## src/verilog/wtcr_pkg.sv

```systemverilog
package wtcr_pkg;

    // ---------------------------------------------------------------
    // Register addresses
    // ---------------------------------------------------------------
    localparam logic [7:0] ADDR_FIRST_MSB = 8'h00;
    localparam logic [7:0] ADDR_CONVERSION_ON_READ_SELECT_LAST = 8'h05;
    localparam logic [7:0] ADDR_STATUS = 8'h06;
    localparam logic [7:0] ADDR_COVER_FIRST = 8'h07;
    localparam logic [7:0] ADDR_WAKE_CTRL = 8'h0D;
    localparam logic [7:0] ADDR_Z_LIMITS = 8'h0F;
    localparam logic [7:0] ADDR_CONFIG = 8'h10;
    localparam logic [7:0] ADDR_CONFIG2 = 8'h14;

    // ---------------------------------------------------------------
    // Reset values
    // ---------------------------------------------------------------
    localparam logic [7:0] Z_LIMITS_RST = 8'h38;
    localparam logic [7:0] CONFIG_RST = 8'h00;
    localparam logic [11:0] RESULT_RST = 12'h000;

    // ---------------------------------------------------------------
    // Field positions
    // ---------------------------------------------------------------
    localparam int CFG_TEMP_DIS = 7;
    localparam int CFG_PLANAR = 6;
    localparam int CFG_CONVERSION_ON_READ_SELECT_HI = 5;
    localparam int CFG_CONVERSION_ON_READ_SELECT_LO = 4;
    localparam int CFG_DOUBLE = 3;
    localparam int CFG_TC_HI = 2;
    localparam int CFG_TC_LO = 1;
    localparam int CFG_PARITY = 0;
    localparam int ZL_UP_HI = 5;
    localparam int ZL_UP_LO = 3;
    localparam int ZL_LO_HI = 2;
    localparam int ZL_LO_LO = 0;
    localparam int ZL_COVER_HI = 5;
    localparam int WAKE_EN_BIT = 6;
    localparam int STATUS_CF_BIT = 4;
    localparam int CFG2_QUAD_BIT = 0;

    localparam logic [1:0] CONVERSION_ON_READ_SELECT_BEFORE_MSB = 2'h1;
    localparam logic [1:0] INTEG_NORMAL = 2'h0;
    localparam logic [1:0] INTEG_DOUBLE = 2'h1;
    localparam logic [1:0] INTEG_QUAD = 2'h2;
    localparam logic [1:0] CH_TEMP = 2'h3;

    // ---------------------------------------------------------------
    // Timing
    // ---------------------------------------------------------------
    localparam int CLK_PERIOD_PS = 5000;
    localparam int T_FIELD_CONV_NS = 2000;
    localparam int T_TEMP_CONV_NS = 3000;
    localparam int FIELD_CYC = (T_FIELD_CONV_NS * 1000 + CLK_PERIOD_PS - 1) / CLK_PERIOD_PS;
    localparam int TEMP_CYC = (T_TEMP_CONV_NS * 1000 + CLK_PERIOD_PS - 1) / CLK_PERIOD_PS;

    typedef enum logic {WTCR_IDLE, WTCR_CONV} wtcr_seq_e;

endpackage

```

## src/verilog/wtcr_cfg_if.sv

```systemverilog
`timescale 1ns/10ps
interface wtcr_cfg_if;
    logic start;
    logic temp_enable;
    logic z_enable;
    logic double_sens;
    logic quad_sens;
    logic busy;

    modport ctrl (output start, output temp_enable, output z_enable, output double_sens, output quad_sens,
                  input busy);
    modport seq (input start, input temp_enable, input z_enable, input double_sens, input quad_sens,
                 output busy);
endinterface

```

## src/verilog/wtcr_conv_seq.sv

```systemverilog
`timescale 1ns/10ps
module wtcr_conv_seq (
    input wire logic clk_sys_i, // System clock
    input wire logic arst_n_i, // Async reset, active low
    wtcr_cfg_if.seq cfg, // Channel setup and start
    input wire logic [11:0] adc_data_i, // Converter result
    output logic [1:0] adc_channel_o, // Channel being converted
    output logic [1:0] adc_integ_sel_o, // Integration length
    output logic [3:0][11:0] results_o // X, Y, Z, temperature
);

    wtcr_pkg::wtcr_seq_e state_reg;
    logic [1:0] ch_reg;
    logic [3:0] mask_reg;
    logic [11:0] cnt_reg;
    logic [3:0] mask_next;
    logic [2:0] first_ch;
    logic [2:0] next_ch;

    // Lowest enabled channel above the given one; bit 2 marks none found
    function automatic logic [2:0] find_after(input logic [3:0] mask, input int from);
        logic [2:0] res;
        res = 3'h4;
        for (int i = 3; i >= 0; i--)
        begin
            if (mask[i] && i > from)
            begin
                res = 3'(i);
            end
        end
        return res;
    endfunction

    function automatic logic [11:0] conv_cycles(input logic [1:0] ch, input logic dbl, input logic quad);
        logic [11:0] res;
        res = 12'(wtcr_pkg::FIELD_CYC);
        if (ch == wtcr_pkg::CH_TEMP)
        begin
            res = 12'(wtcr_pkg::TEMP_CYC);
        end
        else if (dbl && quad)
        begin
            res = 12'(wtcr_pkg::FIELD_CYC * 4);
        end
        else if (dbl)
        begin
            res = 12'(wtcr_pkg::FIELD_CYC * 2);
        end
        return res;
    endfunction

    function automatic logic [1:0] integ_of(input logic [1:0] ch, input logic dbl, input logic quad);
        logic [1:0] res;
        res = wtcr_pkg::INTEG_NORMAL;
        if (ch != wtcr_pkg::CH_TEMP && dbl)
        begin
            res = quad ? wtcr_pkg::INTEG_QUAD : wtcr_pkg::INTEG_DOUBLE;
        end
        return res;
    endfunction

    assign mask_next = {cfg.temp_enable, cfg.z_enable, 2'b11};
    assign first_ch = find_after(mask_next, -1);
    assign next_ch = find_after(mask_reg, int'(ch_reg));

    // ---------------------------------------------------------------
    // Sequencer
    // ---------------------------------------------------------------
    // integration per channel
    always_ff @(posedge clk_sys_i or negedge arst_n_i)
    begin
        if (!arst_n_i)
        begin
            state_reg <= wtcr_pkg::WTCR_IDLE;
            ch_reg <= 2'h0;
            mask_reg <= 4'h0;
            cnt_reg <= 12'h000;
            cfg.busy <= 1'b0;
            adc_integ_sel_o <= wtcr_pkg::INTEG_NORMAL;
        end
        else
        begin
            case (state_reg)
                wtcr_pkg::WTCR_IDLE:
                begin
                    if (cfg.start)
                    begin
                        state_reg <= wtcr_pkg::WTCR_CONV;
                        mask_reg <= mask_next;
                        ch_reg <= first_ch[1:0];
                        cnt_reg <= conv_cycles(first_ch[1:0], cfg.double_sens, cfg.quad_sens) - 12'h001;
                        adc_integ_sel_o <= integ_of(first_ch[1:0], cfg.double_sens, cfg.quad_sens);
                        cfg.busy <= 1'b1;
                    end
                end
                wtcr_pkg::WTCR_CONV:
                begin
                    if (cnt_reg != 12'h000)
                    begin
                        cnt_reg <= cnt_reg - 12'h001;
                    end
                    else if (!next_ch[2])
                    begin
                        ch_reg <= next_ch[1:0];
                        cnt_reg <= conv_cycles(next_ch[1:0], cfg.double_sens, cfg.quad_sens) - 12'h001;
                        adc_integ_sel_o <= integ_of(next_ch[1:0], cfg.double_sens, cfg.quad_sens);
                    end
                    else
                    begin
                        state_reg <= wtcr_pkg::WTCR_IDLE;
                        cfg.busy <= 1'b0;
                    end
                end
                default:
                begin
                    state_reg <= wtcr_pkg::WTCR_IDLE;
                end
            endcase
        end
    end

    assign adc_channel_o = ch_reg;

    // ---------------------------------------------------------------
    // Result holding
    // ---------------------------------------------------------------
    for (genvar g = 0; g < 4; g++)
    begin : g_result
        always_ff @(posedge clk_sys_i or negedge arst_n_i)
        begin
            if (!arst_n_i)
            begin
                results_o[g] <= wtcr_pkg::RESULT_RST;
            end
            else if (state_reg == wtcr_pkg::WTCR_IDLE && cfg.start && !mask_next[g])
            begin
                results_o[g] <= wtcr_pkg::RESULT_RST;
            end
            else if (state_reg == wtcr_pkg::WTCR_CONV && cnt_reg == 12'h000 && ch_reg == 2'(g))
            begin
                results_o[g] <= adc_data_i;
            end
        end
    end

    a_temp_integ_fixed: assert property (@(posedge clk_sys_i) disable iff (!arst_n_i)
        (state_reg == wtcr_pkg::WTCR_CONV && ch_reg == wtcr_pkg::CH_TEMP)
        |-> adc_integ_sel_o == wtcr_pkg::INTEG_NORMAL)
        else $error("temperature conversion uses a longer integration");

endmodule // wtcr_conv_seq

```

## src/verilog/wtcr_regs.sv

```systemverilog
// Behaviour
// - Z limits register: upper in 5:3, lower in 2:0, reset value 38.
// - Temp-disable 0 converts temperature; 1 converts fields only, temp result held at reset.
// - Planar-only with temp disabled skips Z; Z and temp results stay at reset.
// - Single-byte read: trigger 00 none, 01 before first MSB, 1x after register 05.
// - Two-byte read protocol ignores the trigger field.
// - Short-range bit doubles field sensitivity through longer integration.
// - Coefficient field 2:1 selects compensation curve 0 to 3.
// - Odd parity over registers 07 to 10, config bit 0 as parity bit.
// - After reset parity counts as failing and the parity-ok flag is clear.
// - A write leaving parity wrong disables the low-power monitor.
// - Enabled monitor asserts interrupt at or above upper, at or below lower.
// - Monitor enable accepted only with odd parity and parity-ok flag set.
// - Quad bit set only when double bit already set; clearing always allowed.
`timescale 1ns/10ps
module wtcr_regs (
    input wire logic clk_sys_i, // System clock, 200 MHz
    input wire logic arst_n_i, // Async reset, active low
    input wire logic [7:0] reg_addr_i, // Register address from the serial front end
    input wire logic [7:0] reg_wdata_i, // Write data
    input wire logic reg_wr_i, // Write strobe, one cycle
    input wire logic reg_rd_i, // Read strobe, one cycle
    output logic [7:0] reg_rdata_o, // Read data, valid the cycle after reg_rd_i
    input wire logic single_byte_read_select_i, // One-byte read protocol selected
    input wire logic wake_regs_parity_i, // XOR of covered bits of registers 07 to 0E
    input wire logic meas_valid_i, // New Z measurement, one cycle
    input wire logic [11:0] z_meas_i, // Z measurement, signed
    input wire logic [8:0] z_upper_msb_i, // Upper threshold high bits
    input wire logic [8:0] z_lower_msb_i, // Lower threshold high bits
    input wire logic [11:0] adc_data_i, // Converter result
    output logic [1:0] adc_channel_o, // Channel being converted
    output logic [1:0] adc_integ_sel_o, // Integration length
    output logic [3:0][11:0] conv_results_o, // X, Y, Z, temperature results
    output logic conv_busy_o, // Conversion running
    output logic [1:0] field_temp_coefficient_select_o, // Compensation curve
    output logic config_parity_ok_flag_o, // Parity-ok flag
    output logic low_power_monitor_enable_o, // Monitor enabled
    output logic int_n_o // Interrupt, active low
);

    logic [7:0] z_limits_reg;
    logic [7:0] sensor_config_reg;
    logic quad_sensitivity_reg;
    logic check_pending_reg;
    logic conv_start_reg;
    logic parity_odd;
    logic [1:0] conversion_on_read_select;
    logic signed [11:0] upper_thr;
    logic signed [11:0] lower_thr;
    logic in_alarm;
    logic wake_req;
    logic wake_accept;

    wtcr_cfg_if cfg_bus ();

    function automatic logic hit(input logic [7:0] addr, input logic [7:0] target);
        return addr == target;
    endfunction

    // ---------------------------------------------------------------
    // Register writes
    // ---------------------------------------------------------------
    // Z limits storage
    always_ff @(posedge clk_sys_i or negedge arst_n_i)
    begin
        if (!arst_n_i)
        begin
            z_limits_reg <= wtcr_pkg::Z_LIMITS_RST;
        end
        else if (reg_wr_i && hit(reg_addr_i, wtcr_pkg::ADDR_Z_LIMITS))
        begin
            z_limits_reg <= reg_wdata_i;
        end
    end

    always_ff @(posedge clk_sys_i or negedge arst_n_i)
    begin
        if (!arst_n_i)
        begin
            sensor_config_reg <= wtcr_pkg::CONFIG_RST;
        end
        else if (reg_wr_i && hit(reg_addr_i, wtcr_pkg::ADDR_CONFIG))
        begin
            sensor_config_reg <= reg_wdata_i;
        end
    end

    always_ff @(posedge clk_sys_i or negedge arst_n_i)
    begin
        if (!arst_n_i)
        begin
            quad_sensitivity_reg <= 1'b0;
        end
        else if (reg_wr_i && hit(reg_addr_i, wtcr_pkg::ADDR_CONFIG2))
        begin
            if (!reg_wdata_i[wtcr_pkg::CFG2_QUAD_BIT] || sensor_config_reg[wtcr_pkg::CFG_DOUBLE])
            begin
                quad_sensitivity_reg <= reg_wdata_i[wtcr_pkg::CFG2_QUAD_BIT];
            end
        end
    end

    assign field_temp_coefficient_select_o = sensor_config_reg[wtcr_pkg::CFG_TC_HI:wtcr_pkg::CFG_TC_LO];

    // ---------------------------------------------------------------
    // Parity and monitor enable
    // ---------------------------------------------------------------
    // odd parity over covered bits
    assign parity_odd = ^{wake_regs_parity_i, z_limits_reg[wtcr_pkg::ZL_COVER_HI:0], sensor_config_reg};

    // Check runs the cycle after any write to a covered register
    always_ff @(posedge clk_sys_i or negedge arst_n_i)
    begin
        if (!arst_n_i)
        begin
            check_pending_reg <= 1'b0;
        end
        else
        begin
            check_pending_reg <= reg_wr_i && reg_addr_i >= wtcr_pkg::ADDR_COVER_FIRST
                && reg_addr_i <= wtcr_pkg::ADDR_CONFIG;
        end
    end

    always_ff @(posedge clk_sys_i or negedge arst_n_i)
    begin
        if (!arst_n_i)
        begin
            config_parity_ok_flag_o <= 1'b0;
        end
        else if (check_pending_reg)
        begin
            config_parity_ok_flag_o <= parity_odd;
        end
    end

    assign wake_req = reg_wr_i && hit(reg_addr_i, wtcr_pkg::ADDR_WAKE_CTRL);
    assign wake_accept = wake_req && reg_wdata_i[wtcr_pkg::WAKE_EN_BIT] && parity_odd && config_parity_ok_flag_o;

    always_ff @(posedge clk_sys_i or negedge arst_n_i)
    begin
        if (!arst_n_i)
        begin
            low_power_monitor_enable_o <= 1'b0;
        end
        else if (wake_accept)
        begin
            low_power_monitor_enable_o <= 1'b1;
        end
        else if ((check_pending_reg && !parity_odd) || (wake_req && !reg_wdata_i[wtcr_pkg::WAKE_EN_BIT]))
        begin
            low_power_monitor_enable_o <= 1'b0;
        end
    end

    // ---------------------------------------------------------------
    // Threshold interrupt
    // ---------------------------------------------------------------
    assign upper_thr = $signed({z_upper_msb_i, z_limits_reg[wtcr_pkg::ZL_UP_HI:wtcr_pkg::ZL_UP_LO]});
    assign lower_thr = $signed({z_lower_msb_i, z_limits_reg[wtcr_pkg::ZL_LO_HI:wtcr_pkg::ZL_LO_LO]});
    assign in_alarm = $signed(z_meas_i) >= upper_thr || $signed(z_meas_i) <= lower_thr;

    always_ff @(posedge clk_sys_i or negedge arst_n_i)
    begin
        if (!arst_n_i)
        begin
            int_n_o <= 1'b1;
        end
        else if (!low_power_monitor_enable_o)
        begin
            int_n_o <= 1'b1;
        end
        else if (meas_valid_i)
        begin
            int_n_o <= !in_alarm;
        end
    end

    // ---------------------------------------------------------------
    // Conversion trigger on read
    // ---------------------------------------------------------------
    assign conversion_on_read_select = sensor_config_reg[wtcr_pkg::CFG_CONVERSION_ON_READ_SELECT_HI:wtcr_pkg::CFG_CONVERSION_ON_READ_SELECT_LO];

    always_ff @(posedge clk_sys_i or negedge arst_n_i)
    begin
        if (!arst_n_i)
        begin
            conv_start_reg <= 1'b0;
        end
        else
        begin
            conv_start_reg <= reg_rd_i && single_byte_read_select_i
                && ((conversion_on_read_select == wtcr_pkg::CONVERSION_ON_READ_SELECT_BEFORE_MSB
                     && hit(reg_addr_i, wtcr_pkg::ADDR_FIRST_MSB))
                    || (conversion_on_read_select[1] && hit(reg_addr_i, wtcr_pkg::ADDR_CONVERSION_ON_READ_SELECT_LAST)));
        end
    end

    // ---------------------------------------------------------------
    // Conversion sequencer
    // ---------------------------------------------------------------
    assign cfg_bus.start = conv_start_reg;
    assign cfg_bus.temp_enable = !sensor_config_reg[wtcr_pkg::CFG_TEMP_DIS];
    // Z skipped only with temperature off
    assign cfg_bus.z_enable = !(sensor_config_reg[wtcr_pkg::CFG_PLANAR] && sensor_config_reg[wtcr_pkg::CFG_TEMP_DIS]);
    assign cfg_bus.double_sens = sensor_config_reg[wtcr_pkg::CFG_DOUBLE];
    assign cfg_bus.quad_sens = quad_sensitivity_reg;
    assign conv_busy_o = cfg_bus.busy;

    wtcr_conv_seq u_seq (
        .clk_sys_i(clk_sys_i),
        .arst_n_i(arst_n_i),
        .cfg(cfg_bus),
        .adc_data_i(adc_data_i),
        .adc_channel_o(adc_channel_o),
        .adc_integ_sel_o(adc_integ_sel_o),
        .results_o(conv_results_o)
    );

    // ---------------------------------------------------------------
    // Read back
    // ---------------------------------------------------------------
    always_ff @(posedge clk_sys_i or negedge arst_n_i)
    begin
        if (!arst_n_i)
        begin
            reg_rdata_o <= 8'h00;
        end
        else if (reg_rd_i)
        begin
            case (reg_addr_i)
                wtcr_pkg::ADDR_STATUS: reg_rdata_o <= 8'(config_parity_ok_flag_o) << wtcr_pkg::STATUS_CF_BIT;
                wtcr_pkg::ADDR_WAKE_CTRL: reg_rdata_o <= 8'(low_power_monitor_enable_o) << wtcr_pkg::WAKE_EN_BIT;
                wtcr_pkg::ADDR_Z_LIMITS: reg_rdata_o <= z_limits_reg;
                wtcr_pkg::ADDR_CONFIG: reg_rdata_o <= sensor_config_reg;
                wtcr_pkg::ADDR_CONFIG2: reg_rdata_o <= 8'(quad_sensitivity_reg) << wtcr_pkg::CFG2_QUAD_BIT;
                default: reg_rdata_o <= 8'h00;
            endcase
        end
    end

    // ---------------------------------------------------------------
    // Checks
    // ---------------------------------------------------------------
    a_zlim_write_store: assert property (@(posedge clk_sys_i) disable iff (!arst_n_i)
        reg_wr_i && reg_addr_i == wtcr_pkg::ADDR_Z_LIMITS |=> z_limits_reg == $past(reg_wdata_i))
        else $error("Z limits write not stored");

    a_temp_skip_start: assert property (@(posedge clk_sys_i) disable iff (!arst_n_i)
        conv_start_reg && !conv_busy_o && sensor_config_reg[wtcr_pkg::CFG_TEMP_DIS]
        |=> conv_results_o[3] == wtcr_pkg::RESULT_RST)
        else $error("temperature result not held at reset value");

    a_planar_z_skip: assert property (@(posedge clk_sys_i) disable iff (!arst_n_i)
        conv_busy_o && sensor_config_reg[wtcr_pkg::CFG_PLANAR] && sensor_config_reg[wtcr_pkg::CFG_TEMP_DIS]
        && $stable(sensor_config_reg) && $past(conv_start_reg) |-> conv_results_o[2] == wtcr_pkg::RESULT_RST)
        else $error("Z result changed in planar mode");

    a_conversion_on_read_select_ignored_two: assert property (@(posedge clk_sys_i) disable iff (!arst_n_i)
        reg_rd_i && !single_byte_read_select_i |=> !conv_start_reg)
        else $error("conversion triggered under two-byte protocol");

    a_conversion_on_read_select_before_msb: assert property (@(posedge clk_sys_i) disable iff (!arst_n_i)
        reg_rd_i && single_byte_read_select_i && reg_addr_i == wtcr_pkg::ADDR_FIRST_MSB
        && conversion_on_read_select == wtcr_pkg::CONVERSION_ON_READ_SELECT_BEFORE_MSB |=> conv_start_reg ##1 conv_busy_o)
        else $error("read of first MSB did not trigger");

    a_reset_flag_clear: assert property (@(posedge clk_sys_i)
        $rose(arst_n_i) |-> !config_parity_ok_flag_o && !low_power_monitor_enable_o)
        else $error("parity flag set after reset");

    a_bad_parity_off: assert property (@(posedge clk_sys_i) disable iff (!arst_n_i)
        check_pending_reg && !parity_odd && !wake_accept |=> !low_power_monitor_enable_o [*2])
        else $error("monitor left enabled after bad parity");

    a_wake_needs_ok: assert property (@(posedge clk_sys_i) disable iff (!arst_n_i)
        $rose(low_power_monitor_enable_o) |-> $past(config_parity_ok_flag_o) && $past(parity_odd))
        else $error("monitor enabled without parity ok");

    a_int_threshold: assert property (@(posedge clk_sys_i) disable iff (!arst_n_i)
        low_power_monitor_enable_o && meas_valid_i && in_alarm ##1 low_power_monitor_enable_o |-> !int_n_o)
        else $error("threshold crossing gave no interrupt");

    a_quad_guard: assert property (@(posedge clk_sys_i) disable iff (!arst_n_i)
        $rose(quad_sensitivity_reg) |-> $past(sensor_config_reg[wtcr_pkg::CFG_DOUBLE]))
        else $error("quad set without double");

endmodule // wtcr_regs

```

## config.mk

```make
export PLATFORM = sky130hd
export DESIGN_NAME = wtcr_regs
export DESIGN_NICKNAME = d
export VERILOG_FILES = /design/src/verilog/wtcr_pkg.sv /design/src/verilog/wtcr_cfg_if.sv /design/src/verilog/wtcr_conv_seq.sv /design/src/verilog/wtcr_regs.sv
export SDC_FILE = /design/constraint.sdc
export NUM_CORES = 1
export LEC_CHECK = 0
export BUFFER_PORTS_ARGS = -buffer_cell sky130_fd_sc_hd__buf_2
export CORE_AREA = 2 2 121 123
export CTS_BUF_LIST = sky130_fd_sc_hd__clkbuf_8
export DETAILED_ROUTE_END_ITERATION = 7
export DIE_AREA = 0 0 123 125
export HOLD_SLACK_MARGIN = 0.03
export PLACE_DENSITY = 0.71
export RECOVER_POWER = 100
export SLEW_MARGIN = 5
export SYNTH_ARGS = -nofsm -noshare
export SYNTH_HDL_FRONTEND = slang
export SYNTH_HIERARCHICAL = 1
export SYNTH_SLANG_ARGS = --single-unit
```

## constraint.sdc

```tcl
create_clock -name clk_sys_i -period 2.7 [get_ports clk_sys_i]
set_input_delay 0.135 -clock clk_sys_i [delete_from_list [all_inputs] [get_ports clk_sys_i]]
set_output_delay 0.135 -clock clk_sys_i [all_outputs]
set_load 0.01 [all_outputs]
```

Word-level counts from Yosys, hierarchy flattened
Index checks and enable logic that the tools add are counted.
Word-level totals
  output and inout port bits: 66
  register bits: 100
  logic and storage cells: 143
Cells by class
  bitwise operators: 1
  reduce and logical (&&, ||, !) cells: 52
  multiplexer cells: 43
  $lt $le $gt $ge: 7
  $add $sub $neg: 3
  equality and inequality tests: 18
Operator list (number)
  $mux 12: 14
  $pmux 8 s5: 1
  $sub 12x1->12 const B: 3
  $logic_and 1x1->1: 29
  $pmux 12 s2: 1
  $mux 2: 9
  $eq 8x3->1 const B: 2
  $eq 8x4->1 const B: 2
  $eq 8x5->1 const B: 2
  $reduce_xor 15->1: 1
  $ge 12x12->1: 1
  $le 12x12->1: 1
  $logic_not 12->1: 1
  $ne 2x2->1 const B: 6
  $reduce_bool 12->1: 1
  $mux 1: 10
  $mux 10: 1
  $mux 3: 3
  $ge 8x3->1 const B: 1
  $le 8x5->1 const B: 1
  $logic_not 8->1: 1
  $pmux 2 s2: 2
  $eq 2x2->1 const B: 3
  $logic_not 1->1: 6
  11 further kinds: 22

Logic depth before layout (Yosys ltp)
Gate-level depths: netlist (run 1).
  word-level depth: 14
  mapped depth: 8
  depth with buffers taken out: 8

Modules after synthesis
The synthesis (run 1) kept the hierarchy.
Modules (own cells, without submodules)
  wtcr_conv_seq: cells each 322, sequential area each 1726.7 µm², area each 3337.0 µm², instances 1
  wtcr_regs: cells each 220, sequential area each 755.7 µm², area each 2199.6 µm², instances 1

Worst setup path after synthesis (run 1)
No wires, ideal clock.
  path type: reg2reg
  start: register u_seq.cnt_reg[7]
  end: register u_seq/results_o[14] in the netlist's numbering
  setup slack: 0.603 ns
  data arrival time: 1.970 ns
  stages on the path, launching flop included: 9
  clock period less this slack: 2.097 ns
  path through: dfrtp_1 > nor4_2 > and3_1 > buf_4 > and2_2 > nand2_1 > nor2_2 > buf_6 > mux2_1
Between the ends
  cells in the longest elaborated chain, start to end: 3
Ends and longest elaborated chain
  start, declared: RTL line wtcr_conv_seq.sv:15  | logic [11:0] cnt_reg;
  start signal, assigned: RTL line wtcr_conv_seq.sv:91  | cnt_reg <= conv_cycles(first_ch[1:0], cfg.double_sens, cfg.quad_sens) - 12'h001;
  start signal, assigned: RTL line wtcr_conv_seq.sv:100  | cnt_reg <= cnt_reg - 12'h001;
  start signal, assigned: RTL line wtcr_conv_seq.sv:105  | cnt_reg <= conv_cycles(next_ch[1:0], cfg.double_sens, cfg.quad_sens) - 12'h001;
  $logic_not 12->1: RTL line wtcr_conv_seq.sv:139  | else if (state_reg == wtcr_pkg::WTCR_CONV && cnt_reg == 12'h000 && ch_reg == 2'(g))
  $logic_and 1x1->1 (2 in a row): RTL line wtcr_conv_seq.sv:139
  end signal, assigned by index: RTL line wtcr_conv_seq.sv:133  | results_o[g] <= wtcr_pkg::RESULT_RST;
  end signal, assigned by index: RTL line wtcr_conv_seq.sv:137  | results_o[g] <= wtcr_pkg::RESULT_RST;
  end signal, assigned by index: RTL line wtcr_conv_seq.sv:141  | results_o[g] <= adc_data_i;
  end, declared: RTL line wtcr_conv_seq.sv:9  | output logic [3:0][11:0] results_o
Every way passes these cells.
A chain may end at the register's enable or synchronous reset.

Worst setup path after layout (run 1)
  start: register u_seq.ch_reg[1], in the netlist u_seq/adc_channel_o[1]
  end: register u_seq.cnt_reg[7]
Between the ends
  cells in the longest elaborated chain, start to end: 14
  elaborated cells on any way between the ends: 20
Ends and longest elaborated chain
  start, declared: RTL line wtcr_conv_seq.sv:13  | logic [1:0] ch_reg;
  start signal, assigned: RTL line wtcr_conv_seq.sv:90  | ch_reg <= first_ch[1:0];
  start signal, assigned: RTL line wtcr_conv_seq.sv:104  | ch_reg <= next_ch[1:0];
  $gt 2x2->1: RTL line wtcr_conv_seq.sv:26  | if (mask[i] && i > from)
  $logic_and 1x1->1: RTL line wtcr_conv_seq.sv:26
  $mux 3 (2 in a row): RTL line wtcr_conv_seq.sv:26
  $mux 3 *: RTL line wtcr_conv_seq.sv:26
  $eq 2x2->1: RTL line wtcr_conv_seq.sv:37  | if (ch == wtcr_pkg::CH_TEMP)
  $mux 12: RTL line wtcr_conv_seq.sv:37
  $mux 12: RTL line wtcr_conv_seq.sv:102  | else if (!next_ch[2])
  $mux 12: RTL line wtcr_conv_seq.sv:98  | if (cnt_reg != 12'h000)
  $mux 12: RTL line wtcr_conv_seq.sv:83  | case (state_reg)
  $sub 12x1->12: RTL line wtcr_conv_seq.sv:105
  $mux 12: RTL line wtcr_conv_seq.sv:102
  $mux 12: RTL line wtcr_conv_seq.sv:98
  $pmux 12 s2: RTL line wtcr_conv_seq.sv:83
Mark *: on every way between the ends. The rest lies on a longest branch, timed or not. The select of a mux whose other input is x is not followed.

==> results of run 1 <==
metal layers:
metal,share of wire [%],wire (microns)
met1,43,5890
met2,49,6780
met3,5.4,749
met4,2.6,357
met5,0,0
worst max-delay path, cell delays in order, from the launching register on:
cell	delay [ns]
dfrtp_1	0.57
nand2b_1	0.23
a21oi_1	0.36
o31a_1	0.39
nor2_4	0.10
inv_1	0.20
nand2_1	0.10
a211o_1	0.29
kinds of logic (layout without fill, tap and decap cells):
kind of cell,Yosys count,after routing,share of synthesized area [%]
AND/OR/NAND/NOR,181,181,17.8
AO/OA/AOI/OAI,118,118,14.9
flip-flops,99,99,44.8
buffers and inverters,60,215,5.06
multiplexers,42,42,8.97
adder cells (fa/ha/maj),27,27,6.10
XOR/XNOR,15,15,2.37
path summary, 6_finish.rpt:
kind                       slack, ns                    from                         end  cells past startpoint
max                             0.35  u_seq/adc_channel_o[1]            u_seq/cnt_reg[7]                      7
min                             0.06          reg_wdata_i[6]  low_power_monitor_enable_o                      3
max reg2reg                     0.35  u_seq/adc_channel_o[1]            u_seq/cnt_reg[7]                      7
min reg2reg                     0.46       check_pending_reg     config_parity_ok_flag_o                      1
max in group asynchronous       1.10                arst_n_i             z_limits_reg[6]                      3
min in group asynchronous       0.68                arst_n_i            u_seq/cnt_reg[9]                      3
stage by stage:
step           worst slack, ns  utilization [%]  instance area (sq um)
3_5_place_dp             0.452             44.7                   6350
6_report                 0.353             46.0                   6540
2_1_floorplan            0.603                -                   5540
4_1_cts                  0.420             47.6                   6760
3_3_place_gp             0.531             44.7                   6350
5_1_grt                  0.182             46.0                   6540
cell usage after synthesis, drive strengths merged (3+ instances only):
cell,number
o31ai,3
nand4,5
a21oi,27
mux2,40
a21o,3
nor2,19
nor2b,7
a31oi,9
nand2,77
dfrtp,95
nand2b,13
buf,13
o21ai,36
a22oi,7
nor3,9
xnor2,13
inv,40
nand3,23
dfstp,4
clkbuf,6
nor4,5
nor3b,6
ha,27
and3,5
o22ai,10
and2,4
a211o,3
cells in the final DEF, fill, tap and decap left out, types with 13 or more instances in the layout:
cell,synthesis,routed
a21oi_1,23,25
buf_2,5,63
clkbuf_1,6,67
dfrtp_1,95,95
dlygate4sd3_1,0,22
ha_1,27,27
inv_1,39,40
mux2_1,24,31
nand2_1,73,76
nand2b_1,13,13
nand3_1,22,22
nor2_1,16,17
o21ai_0,12,27
xnor2_1,13,13
layout make-up:
type	count	area [sq um]
fillers	1416	7670
clock buffers	9	124
well taps	184	230
inverters	40	150
clock inverters	7	60.1
flip-flops and latches	99	2480
multi-input cells	383	2660
repair buffers	159	835
power groups by stage:
stage	sequential [W]	combinational, W	clock [W]
after CTS	0.00153	0.000341	0.000940
final	0.00153	0.000320	0.000922
after detailed placement	0.00155	0.000314	0
after global placement	0.00156	0.000310	0
after global routing	0.00153	0.000362	0.000999
after floorplan	0.00155	0.000173	0
timing repair:
action                                 CTS  global route
hold buffers                            22             0
buffers inserted                         0             0
endpoints found under the hold margin  152             0
==> flow_summary.json, run 1 <==
{
  "cts_buffer_depth": 2,
  "top_usage_layer": "met2",
  "p_comb_share_pct": 11.6,
  "syn_area_per_cell_sq_um": 10.2,
  "insertedDiodeCount": 0,
  "drt_first_iter_violations": 320,
  "crit_required_ns": 2.98,
  "final_cell_count_no_fill": 881,
  "via_count": 4583,
  "gr-total-overflow": 0,
  "fin_skew_ns": 0.0130,
  "max_freq_mhz": 426,
  "switching_power_w": 0.000765,
  "syn_inst": 542,
  "place.gp.congestion": 0.895,
  "worstMarginPinSlew_ns": 1.38,
  "p_int_w": 0.00200,
  "max-cap-violations": 0,
  "use_met1_pct": 23.9,
  "leakage_nw": 3.06,
  "yosysWarnings": 6,
  "ir_drop_mv": 0.196,
  "drv_slew": 0,
  "crit_type": "flip-flop to flip-flop",
  "gr-usage-all-layers_pct": 18.6,
  "cts_resized": 0,
  "synthToLayoutAreaGrowth_pct": 18.1,
  "min_path_type": "input port to flip-flop",
  "cts_tree": "built",
  "clock_power_share_pct": 33.3,
  "hold_violations": 0,
  "crit_fanout": 16,
  "insertion_delay_ns": 0.38,
  "synth_ff_type": "dfrtp_1",
  "setup_viol_count_final": 0,
  "largest_register_ffs": 48,
  "p_sw_share_pct": 27.6,
  "finalCriticalPeriod_ns": 2.35,
  "arrival_ns": 2.63,
  "p_seq_share_pct": 55.1,
  "antenna_found_initial": 0,
  "wl_per_cell_microns": 15.6,
  "ys_seq_elements": 99,
  "ys_seq_area_share_pct": 44.8,
  "grtUsageMet2_pct": 30.5,
  "cts_sinks": 99,
  "synth_area_leaders": "dfrtp_1, ha_1, nand2_1, mux2_1, inv_1",
  "drive_above_1_share_pct": 16.4,
  "met3_usage_pct": 3.28,
  "num_rows": 44,
  "die_width_microns": 123,
  "power_density_nw_per_um2": 423,
  "async_flop_share_pct": 100,
  "initial_core_util_pct": 39.0,
  "routed_wl_mm": 13.8,
  "endpoint_kind": "flip-flop",
  "status": "completed",
  "holdWs_ns": 0.0607,
  "grt_pass1_wl_mm": 22.7,
  "cts-root-buf": "clkbuf_8",
  "drc": 0,
  "syn-num-nets": 634,
  "ios": 131,
  "power.total_w": 0.00277,
  "grt_max_degree": 100,
  "die_y_microns": 125,
  "numCtsBuffers": 9,
  "routed_via_density": 5.20,
  "synth_top_cell_by_area": "dfrtp_1",
  "synth_top_area_share_pct": 42.9,
  "ant_nets": 0,
  "netlist_area_sq_um": 5540,
  "dp_hpwl_mm": 9.97,
  "htree_levels": 3,
  "grt_pass1_vias": 4455,
  "rsz0062_at_grt": "false",
  "synthDistinctLibCells": 77,
  "port_buffers": 130,
  "firstDrtPassIters": 5,
  "cts.clk_slew.worst_paths_ns": 0.11,
  "synth_edf_count": 0,
  "cp-start-kind": "flip-flop",
  "tns_ns": 0,
  "die_area_sq_um": 15400,
  "num-nets-final": 784,
  "fp.coreArea_sq_um": 14200,
  "slew-limit-headroom_pct": 8.03,
  "dp_cells": 843,
  "finalCritPeriodShare_pct": 86.9
}
Power figures use the tool's default switching activity.
==> run 2: changes to the inputs <==
--- a/config.mk
+++ b/config.mk
@@ -5,13 +5,14 @@
 export SDC_FILE = /design/constraint.sdc
 export NUM_CORES = 1
 export LEC_CHECK = 0
+export ABC_AREA = 1
 export BUFFER_PORTS_ARGS = -buffer_cell sky130_fd_sc_hd__buf_2
-export CORE_AREA = 2 2 121 123
+export CORE_AREA = 2 2 122 124
 export CTS_BUF_LIST = sky130_fd_sc_hd__clkbuf_8
 export DETAILED_ROUTE_END_ITERATION = 7
-export DIE_AREA = 0 0 123 125
+export DIE_AREA = 0 0 124 126
 export HOLD_SLACK_MARGIN = 0.03
-export PLACE_DENSITY = 0.71
+export PLACE_DENSITY = 0.7
 export RECOVER_POWER = 100
 export SLEW_MARGIN = 5
 export SYNTH_ARGS = -nofsm -noshare
==> run 2 against run 1 <==
Non-clock buffer count shrank 20. Flip-flop and latch count is the same. Utilization shrank 0.69 points. Power grew 4.2%. Final cell count grew 19%. Worst hold slack lost 0.020 ns. Critical path depth grew 3. Via count grew 9.3%. Synthesized cell count grew 33%. Sequential power is essentially flat. Largest cell class is now flip-flops and latches. Largest power group unchanged.
==> flow_summary.json, run 2 <==
{
  "crit_required_ns": 2.91,
  "rsz0062_at_grt": "false",
  "async_flop_share_pct": 100,
  "synth_area_leaders": "dfrtp_1, nand2_1, inv_1, ha_1, o21ai_0",
  "syn_inst": 722,
  "endpoint_kind": "flip-flop",
  "crit_family": "compound AO/OA/AOI/OAI gates",
  "finalCritPeriodShare_pct": 83.0,
  "holdWs_ns": 0.0404,
  "syn-num-nets": 814,
  "synth_common_cells": "nand2_1, inv_1, dfrtp_1, nor2_1, o21ai_0",
  "crit_path_start": "u_seq/cnt_reg[0]",
  "htree_levels": 3,
  "num-nets-final": 950,
  "routed_wl_mm": 14.0,
  "tns_ns": 0,
  "synthToLayoutAreaGrowth_pct": 16.4,
  "cts-root-buf": "clkbuf_8",
  "numCtsBuffers": 9,
  "drv_slew": 0,
  "syn_area_per_cell_sq_um": 7.72,
  "ant_nets": 0,
  "cp.buffers_inverters": 3,
  "arrival_ns": 2.45,
  "grt_max_degree": 52,
  "final_cell_count_no_fill": 1048,
  "netlist_area_sq_um": 5570,
  "dp_hpwl_mm": 10.9,
  "cts_sinks": 99,
  "crit_fanout": 12,
  "initial_core_util_pct": 38.9,
  "leakage_nw": 3.60,
  "firstDrtPassIters": 5,
  "grt_pass1_wl_mm": 23.0,
  "power_density_nw_per_um2": 445,
  "synth_edf_count": 0,
  "die_area_sq_um": 15600,
  "worstReg2RegStart": "u_seq/cnt_reg[0]",
  "cts.clk_slew.worst_paths_ns": 0.11,
  "layout_common_cells": "nand2_1, inv_1, dfrtp_1",
  "slew-limit-headroom_pct": 18.3,
  "finalCriticalPeriod_ns": 2.24,
  "synth_top_cell_by_area": "dfrtp_1",
  "max_freq_mhz": 446,
  "crit_top_cell": "inv_1",
  "power.total_w": 0.00289,
  "gr-total-overflow": 0,
  "drc": 0,
  "wl_per_cell_microns": 13.4,
  "cp-start-kind": "flip-flop",
  "die_width_microns": 124,
  "hp-start": "reg_wdata_i[7]",
  "min_path_type": "input port to flip-flop",
  "ir_drop_mv": 0.208,
  "utilization_pct": 45.3,
  "via_count": 5008,
  "largest_register_ffs": 48,
  "drive_above_1_share_pct": 12.2,
  "cts_buffer_depth": 2,
  "fill_cells": 1506,
  "gr-usage-all-layers_pct": 18.6,
  "synthDistinctLibCells": 38,
  "grt_pass1_vias": 4775,
  "crit_type": "flip-flop to flip-flop",
  "antenna_found_initial": 1,
  "max-cap-violations": 0,
  "ios": 131,
  "port_buffers": 130,
  "final_common_cell": "nand2_1",
  "fin_skew_ns": 0.0174,
  "hold_violations": 0,
  "routed_via_density": 4.78,
  "synth_top_area_share_pct": 42.6,
  "insertion_delay_ns": 0.37,
  "yosysWarnings": 6,
  "worst_path_largest_cell_delay_ns": 0.52,
  "dp_cells": 1026,
  "status": "completed",
  "critPathSlowestCell": "o21ai_1",
  "cts_tree": "built",
  "synth.most_common_cell": "nand2_1",
  "place.gp.congestion": 0.944,
  "worstMarginPinSlew_ns": 1.23,
  "drt_first_iter_violations": 394,
  "synth_ff_type": "dfrtp_1",
  "path_cells": "inv_1 > nand2_1 > nor2_1 > inv_1 > nor2_4 > nand2_1 > inv_1 > nand3_1 > o21ai_1 > o22ai_1",
  "fp.coreArea_sq_um": 14300,
  "cts_resized": 0,
  "die_y_microns": 126,
  "setup_viol_count_final": 0,
  "ys_seq_elements": 99,
  "num_rows": 44,
  "ys_seq_area_share_pct": 44.5
}
## run 2: changes by cell type after synthesis, moves of 11 or more
cell,before,now
nand2b_1,13,0
inv_1,39,131
nor2_1,16,41
o21ai_0,12,40
o22ai_1,9,28
nand2_1,73,215
mux2_1,24,0
nand3_1,22,33
## run 2: cells by family after synthesis
| kind of cell | count (synthesis) | synth area share (%) |
|---|---|---|
| and+or+nand+nor | 320 | 25.1 |
| buffers and inverters | 152 | 10.8 |
| DFF | 99 | 44.5 |
| AOI/OAI and AO/OA | 119 | 12.7 |
| adders and majority gates | 27 | 6.06 |
| xor gates and xnor gates | 5 | 0.786 |
## run 2: worst paths after layout
kind                                      endpoint  slack (ns)  cells after the start
max                            u_seq/results_o[45]        0.46                     10
min                           sensor_config_reg[7]        0.04                      3
max reg2reg                    u_seq/results_o[45]        0.46                     10
min reg2reg                config_parity_ok_flag_o        0.49                      1
max in group asynchronous        u_seq/mask_reg[3]        0.74                      3
min in group asynchronous         u_seq/cnt_reg[5]        0.56                      2
## run 2: metal layers
layer | vias up | track usage, % | routed length, microns
li1 | 2553 | - | -
met1 | 2279 | 25.4 | 6480
met2 | 152 | 29.0 | 6310
met3 | 24 | 4.12 | 898
met4 | 0 | 6.94 | 344
met5 | - | 0 | 0
## run 2: cell type report
| class | instances | area [sq um] | share of cell area (%) |
|---|---|---|---|
| clock inverter | 7 | 87.6 | 1.35 |
| tap | 184 | 230 | 3.55 |
| clock buffer | 9 | 124 | 1.91 |
| sequential | 99 | 2480 | 38.3 |
| timing repair buffer | 139 | 648 | 9.99 |
| multi-input combinational | 471 | 2400 | 36.9 |
| antenna | 1 | 2.50 | 0.0386 |
| inverter | 138 | 518 | 7.98 |
## run 2: power breakdown
group | total [W] | internal [W] | switching (W)
logic | 0.000359 | 0.000135 | 0.000224
clock network | 0.00100 | 0.000446 | 0.000554
registers | 0.00153 | 0.00150 | 0.0000238
## run 2: through the flow
step	setup slack, ns	area, sq um
floorplan	1.01	5570
detailed placement	0.533	6410
finish	0.460	6490
global placement	0.653	6410
CTS	0.521	6680
global route	0.195	6490
## run 2: worst register-to-register path, delay by kind of cell, from the launching register on
family,cells,cell delay [ns]
flip-flops,1,0.40
AO/OA/AOI/OAI,2,0.69
AND/OR/NAND/NOR,5,0.62
buffers and inverters,3,0.39
## run 2: timing repair
item / CTS / global route
setup buffers: 0 / 0
hold buffers: 5 / 0
hold endpoints to repair: 49 / 0
endpoints found under the setup margin: 0 / 0
==> run 3: changes to the inputs <==
==> constraint.sdc (replaced) <==
create_clock -name clk_sys_i -period 2.2 [get_ports clk_sys_i]
set_input_delay 0.11 -clock clk_sys_i [delete_from_list [all_inputs] [get_ports clk_sys_i]]
set_output_delay 0.11 -clock clk_sys_i [all_outputs]
set_load 0.01 [all_outputs]
==> run 3 against run 2 <==
Final cell count increased by 1.1%. Highest routed layer unchanged. First-iteration DRC count decreased by 15%. Combinational power increased by 27%. Largest cell class unchanged. Critical path type unchanged.
==> flow_summary.json, run 3 (synthesis gave the netlist of run 2 again) <==
{
  "holdPathEnd": "u_seq/results_o[1]",
  "arrival_ns": 2.22,
  "htree_levels": 3,
  "num_rows": 44,
  "grt_pass1_wl_mm": 23.6,
  "insertion_delay_ns": 0.38,
  "gr-usage-all-layers_pct": 19.3,
  "placed_area_sq_um": 6470,
  "setup_viol_count_final": 0,
  "routed_wl_mm": 14.4,
  "p_int_w": 0.00249,
  "clock_power_share_pct": 33.5,
  "regToRegSetupSlack_ns": 0.24,
  "drv_slew": 0,
  "die_area_sq_um": 15600,
  "cts_setup_buffers": 0,
  "cp-start-kind": "flip-flop",
  "drt_first_iter_violations": 336,
  "finalCriticalPeriod_ns": 1.96,
  "switching_power_w": 0.00101,
  "initial_core_util_pct": 38.9,
  "layout_common_cells": "nand2_1, inv_1, dfrtp_1",
  "drive_above_1_share_pct": 13.7,
  "p_sw_share_pct": 29.0,
  "worstMarginPinSlew_ns": 1.12,
  "synthToLayoutAreaGrowth_pct": 18.6,
  "rr_worst_depth": 11,
  "fill_cells": 1539,
  "largest_register_ffs": 48,
  "worstReg2RegStart": "u_seq/cnt_reg[10]",
  "fin_skew_ns": 0.00789,
  "antenna_found_initial": 0,
  "grt_max_degree": 59,
  "power_density_nw_per_um2": 530,
  "numCtsBuffers": 9,
  "max_freq_mhz": 509,
  "via_count": 5034,
  "port_buffers": 130,
  "die_width_microns": 124,
  "status": "completed",
  "routed_via_density": 4.75,
  "ios": 131,
  "cts_buffer_depth": 2,
  "dp_hpwl_mm": 11.1,
  "finalCritPeriodShare_pct": 89.3,
  "slew-limit-headroom_pct": 25.6,
  "rr_endpoint": "u_seq/results_o[33]",
  "die_y_microns": 126,
  "crit_required_ns": 2.46,
  "tns_ns": 0,
  "endpoint_kind": "flip-flop",
  "insertedDiodeCount": 0,
  "fp.coreArea_sq_um": 14300,
  "cts.clk_slew.worst_paths_ns": 0.10,
  "rsz0062_at_grt": "false",
  "cts_tree": "built",
  "drc": 0,
  "final_common_cell": "nand2_1",
  "crit_fanout": 12,
  "ir_drop_mv": 0.287,
  "hp-start": "adc_data_i[1]",
  "crit_type": "flip-flop to flip-flop",
  "cts-root-buf": "clkbuf_8",
  "place.gp.congestion": 0.957,
  "min_path_type": "input port to flip-flop",
  "ant_nets": 0,
  "firstDrtPassIters": 5,
  "grt_pass1_vias": 4854,
  "regArea_sq_um": 2480,
  "hold_violations": 0,
  "gr-total-overflow": 0,
  "min_path_cells": 3,
  "design_area_sq_um": 6610,
  "leakage_nw": 3.65,
  "max-cap-violations": 0,
  "wl_per_cell_microns": 13.6,
  "cts_sinks": 99,
  "p_comb_share_pct": 13.0,
  "holdWs_ns": 0.0484,
  "num-nets-final": 963,
  "multi_input_area_sq_um": 2420,
  "p_seq_share_pct": 53.5
}
==> run 3: cell count changes in the layout (fill, tap and decap cells not counted), moves of 3 or more <==
| cell | previous run | this run |
|---|---|---|
| buf_4 | 3 | 10 |
| inv_2 | 3 | 6 |
| dlygate4sd3_1 | 5 | 10 |
| inv_1 | 136 | 132 |
==> run 3: metal layers <==
layer | track usage, % | vias to the layer above | part of all wire [%]
li1 | - | 2578 | -
met1 | 25.3 | 2282 | 45
met2 | 31.2 | 148 | 47
met3 | 4.30 | 26 | 6.3
met4 | 6.94 | 0 | 2.3
met5 | 0 | - | 0
==> run 3: metrics by stage <==
step | cells | setup WS (ns) | power, W | utilization [%]
finish | 1060 | 0.236 | 0.00350 | 46.2
global route | 1060 | 0.00360 | 0.00369 | 46.2
CTS | 1060 | 0.155 | 0.00356 | 47.3
detailed placement | 1034 | 0.167 | 0.00237 | 45.2
global placement | 1034 | 0.259 | 0.00236 | 45.2
floorplan | 722 | 0.506 | 0.00217 | -
==> run 3: layout make-up <==
class | count | area share (%)
Tap cell | 184 | 3.48
Multi-Input combinational cell | 471 | 36.6
Sequential cell | 99 | 37.6
Inverter | 138 | 7.84
Timing Repair Buffer | 152 | 11.6
Clock inverter | 6 | 0.852
Clock buffer | 10 | 2.08
==> run 3: power by group through the flow <==
stage / clock network [W] / logic, W / registers, W
after floorplan: 0 / 0.000272 / 0.00190
after global placement: 0 / 0.000452 / 0.00191
after detailed placement: 0 / 0.000460 / 0.00191
after CTS: 0.00121 / 0.000476 / 0.00187
after global routing: 0.00128 / 0.000529 / 0.00188
final: 0.00117 / 0.000456 / 0.00187
==> run 3: worst max-delay path by stage <==
| stage | from | endpoint | slack [ns] | cells after the start |
|---|---|---|---|---|
| floorplan | u_seq/cnt_reg[0] | u_seq/results_o[24] | 0.51 | 11 |
| global placement | u_seq/cnt_reg[10] | u_seq/results_o[11] | 0.26 | 10 |
| detailed placement | u_seq/cnt_reg[10] | u_seq/results_o[15] | 0.17 | 9 |
| CTS | u_seq/cnt_reg[10] | u_seq/results_o[16] | 0.16 | 9 |
| global route | u_seq/adc_channel_o[0] | u_seq/cnt_reg[10] | 0.004 | 11 |
| finish | u_seq/cnt_reg[10] | u_seq/results_o[33] | 0.24 | 11 |
==> run 3: timing repair <==
action                                  CTS  global route
resized for setup                         0             2
endpoints found under the hold margin    52             0
hold buffers                             10             0
endpoints found under the setup margin    0            24
==> run 3: critical path, cell delays in order (launching register included) <==
cell,delay [ns]
dfrtp_1,0.39
inv_1,0.08
nand2_1,0.06
nor2_1,0.17
inv_1,0.10
nor2_4,0.21
nand2_1,0.11
inv_2,0.17
nand3_1,0.14
o21ai_0,0.10
buf_4,0.22
o22ai_1,0.10
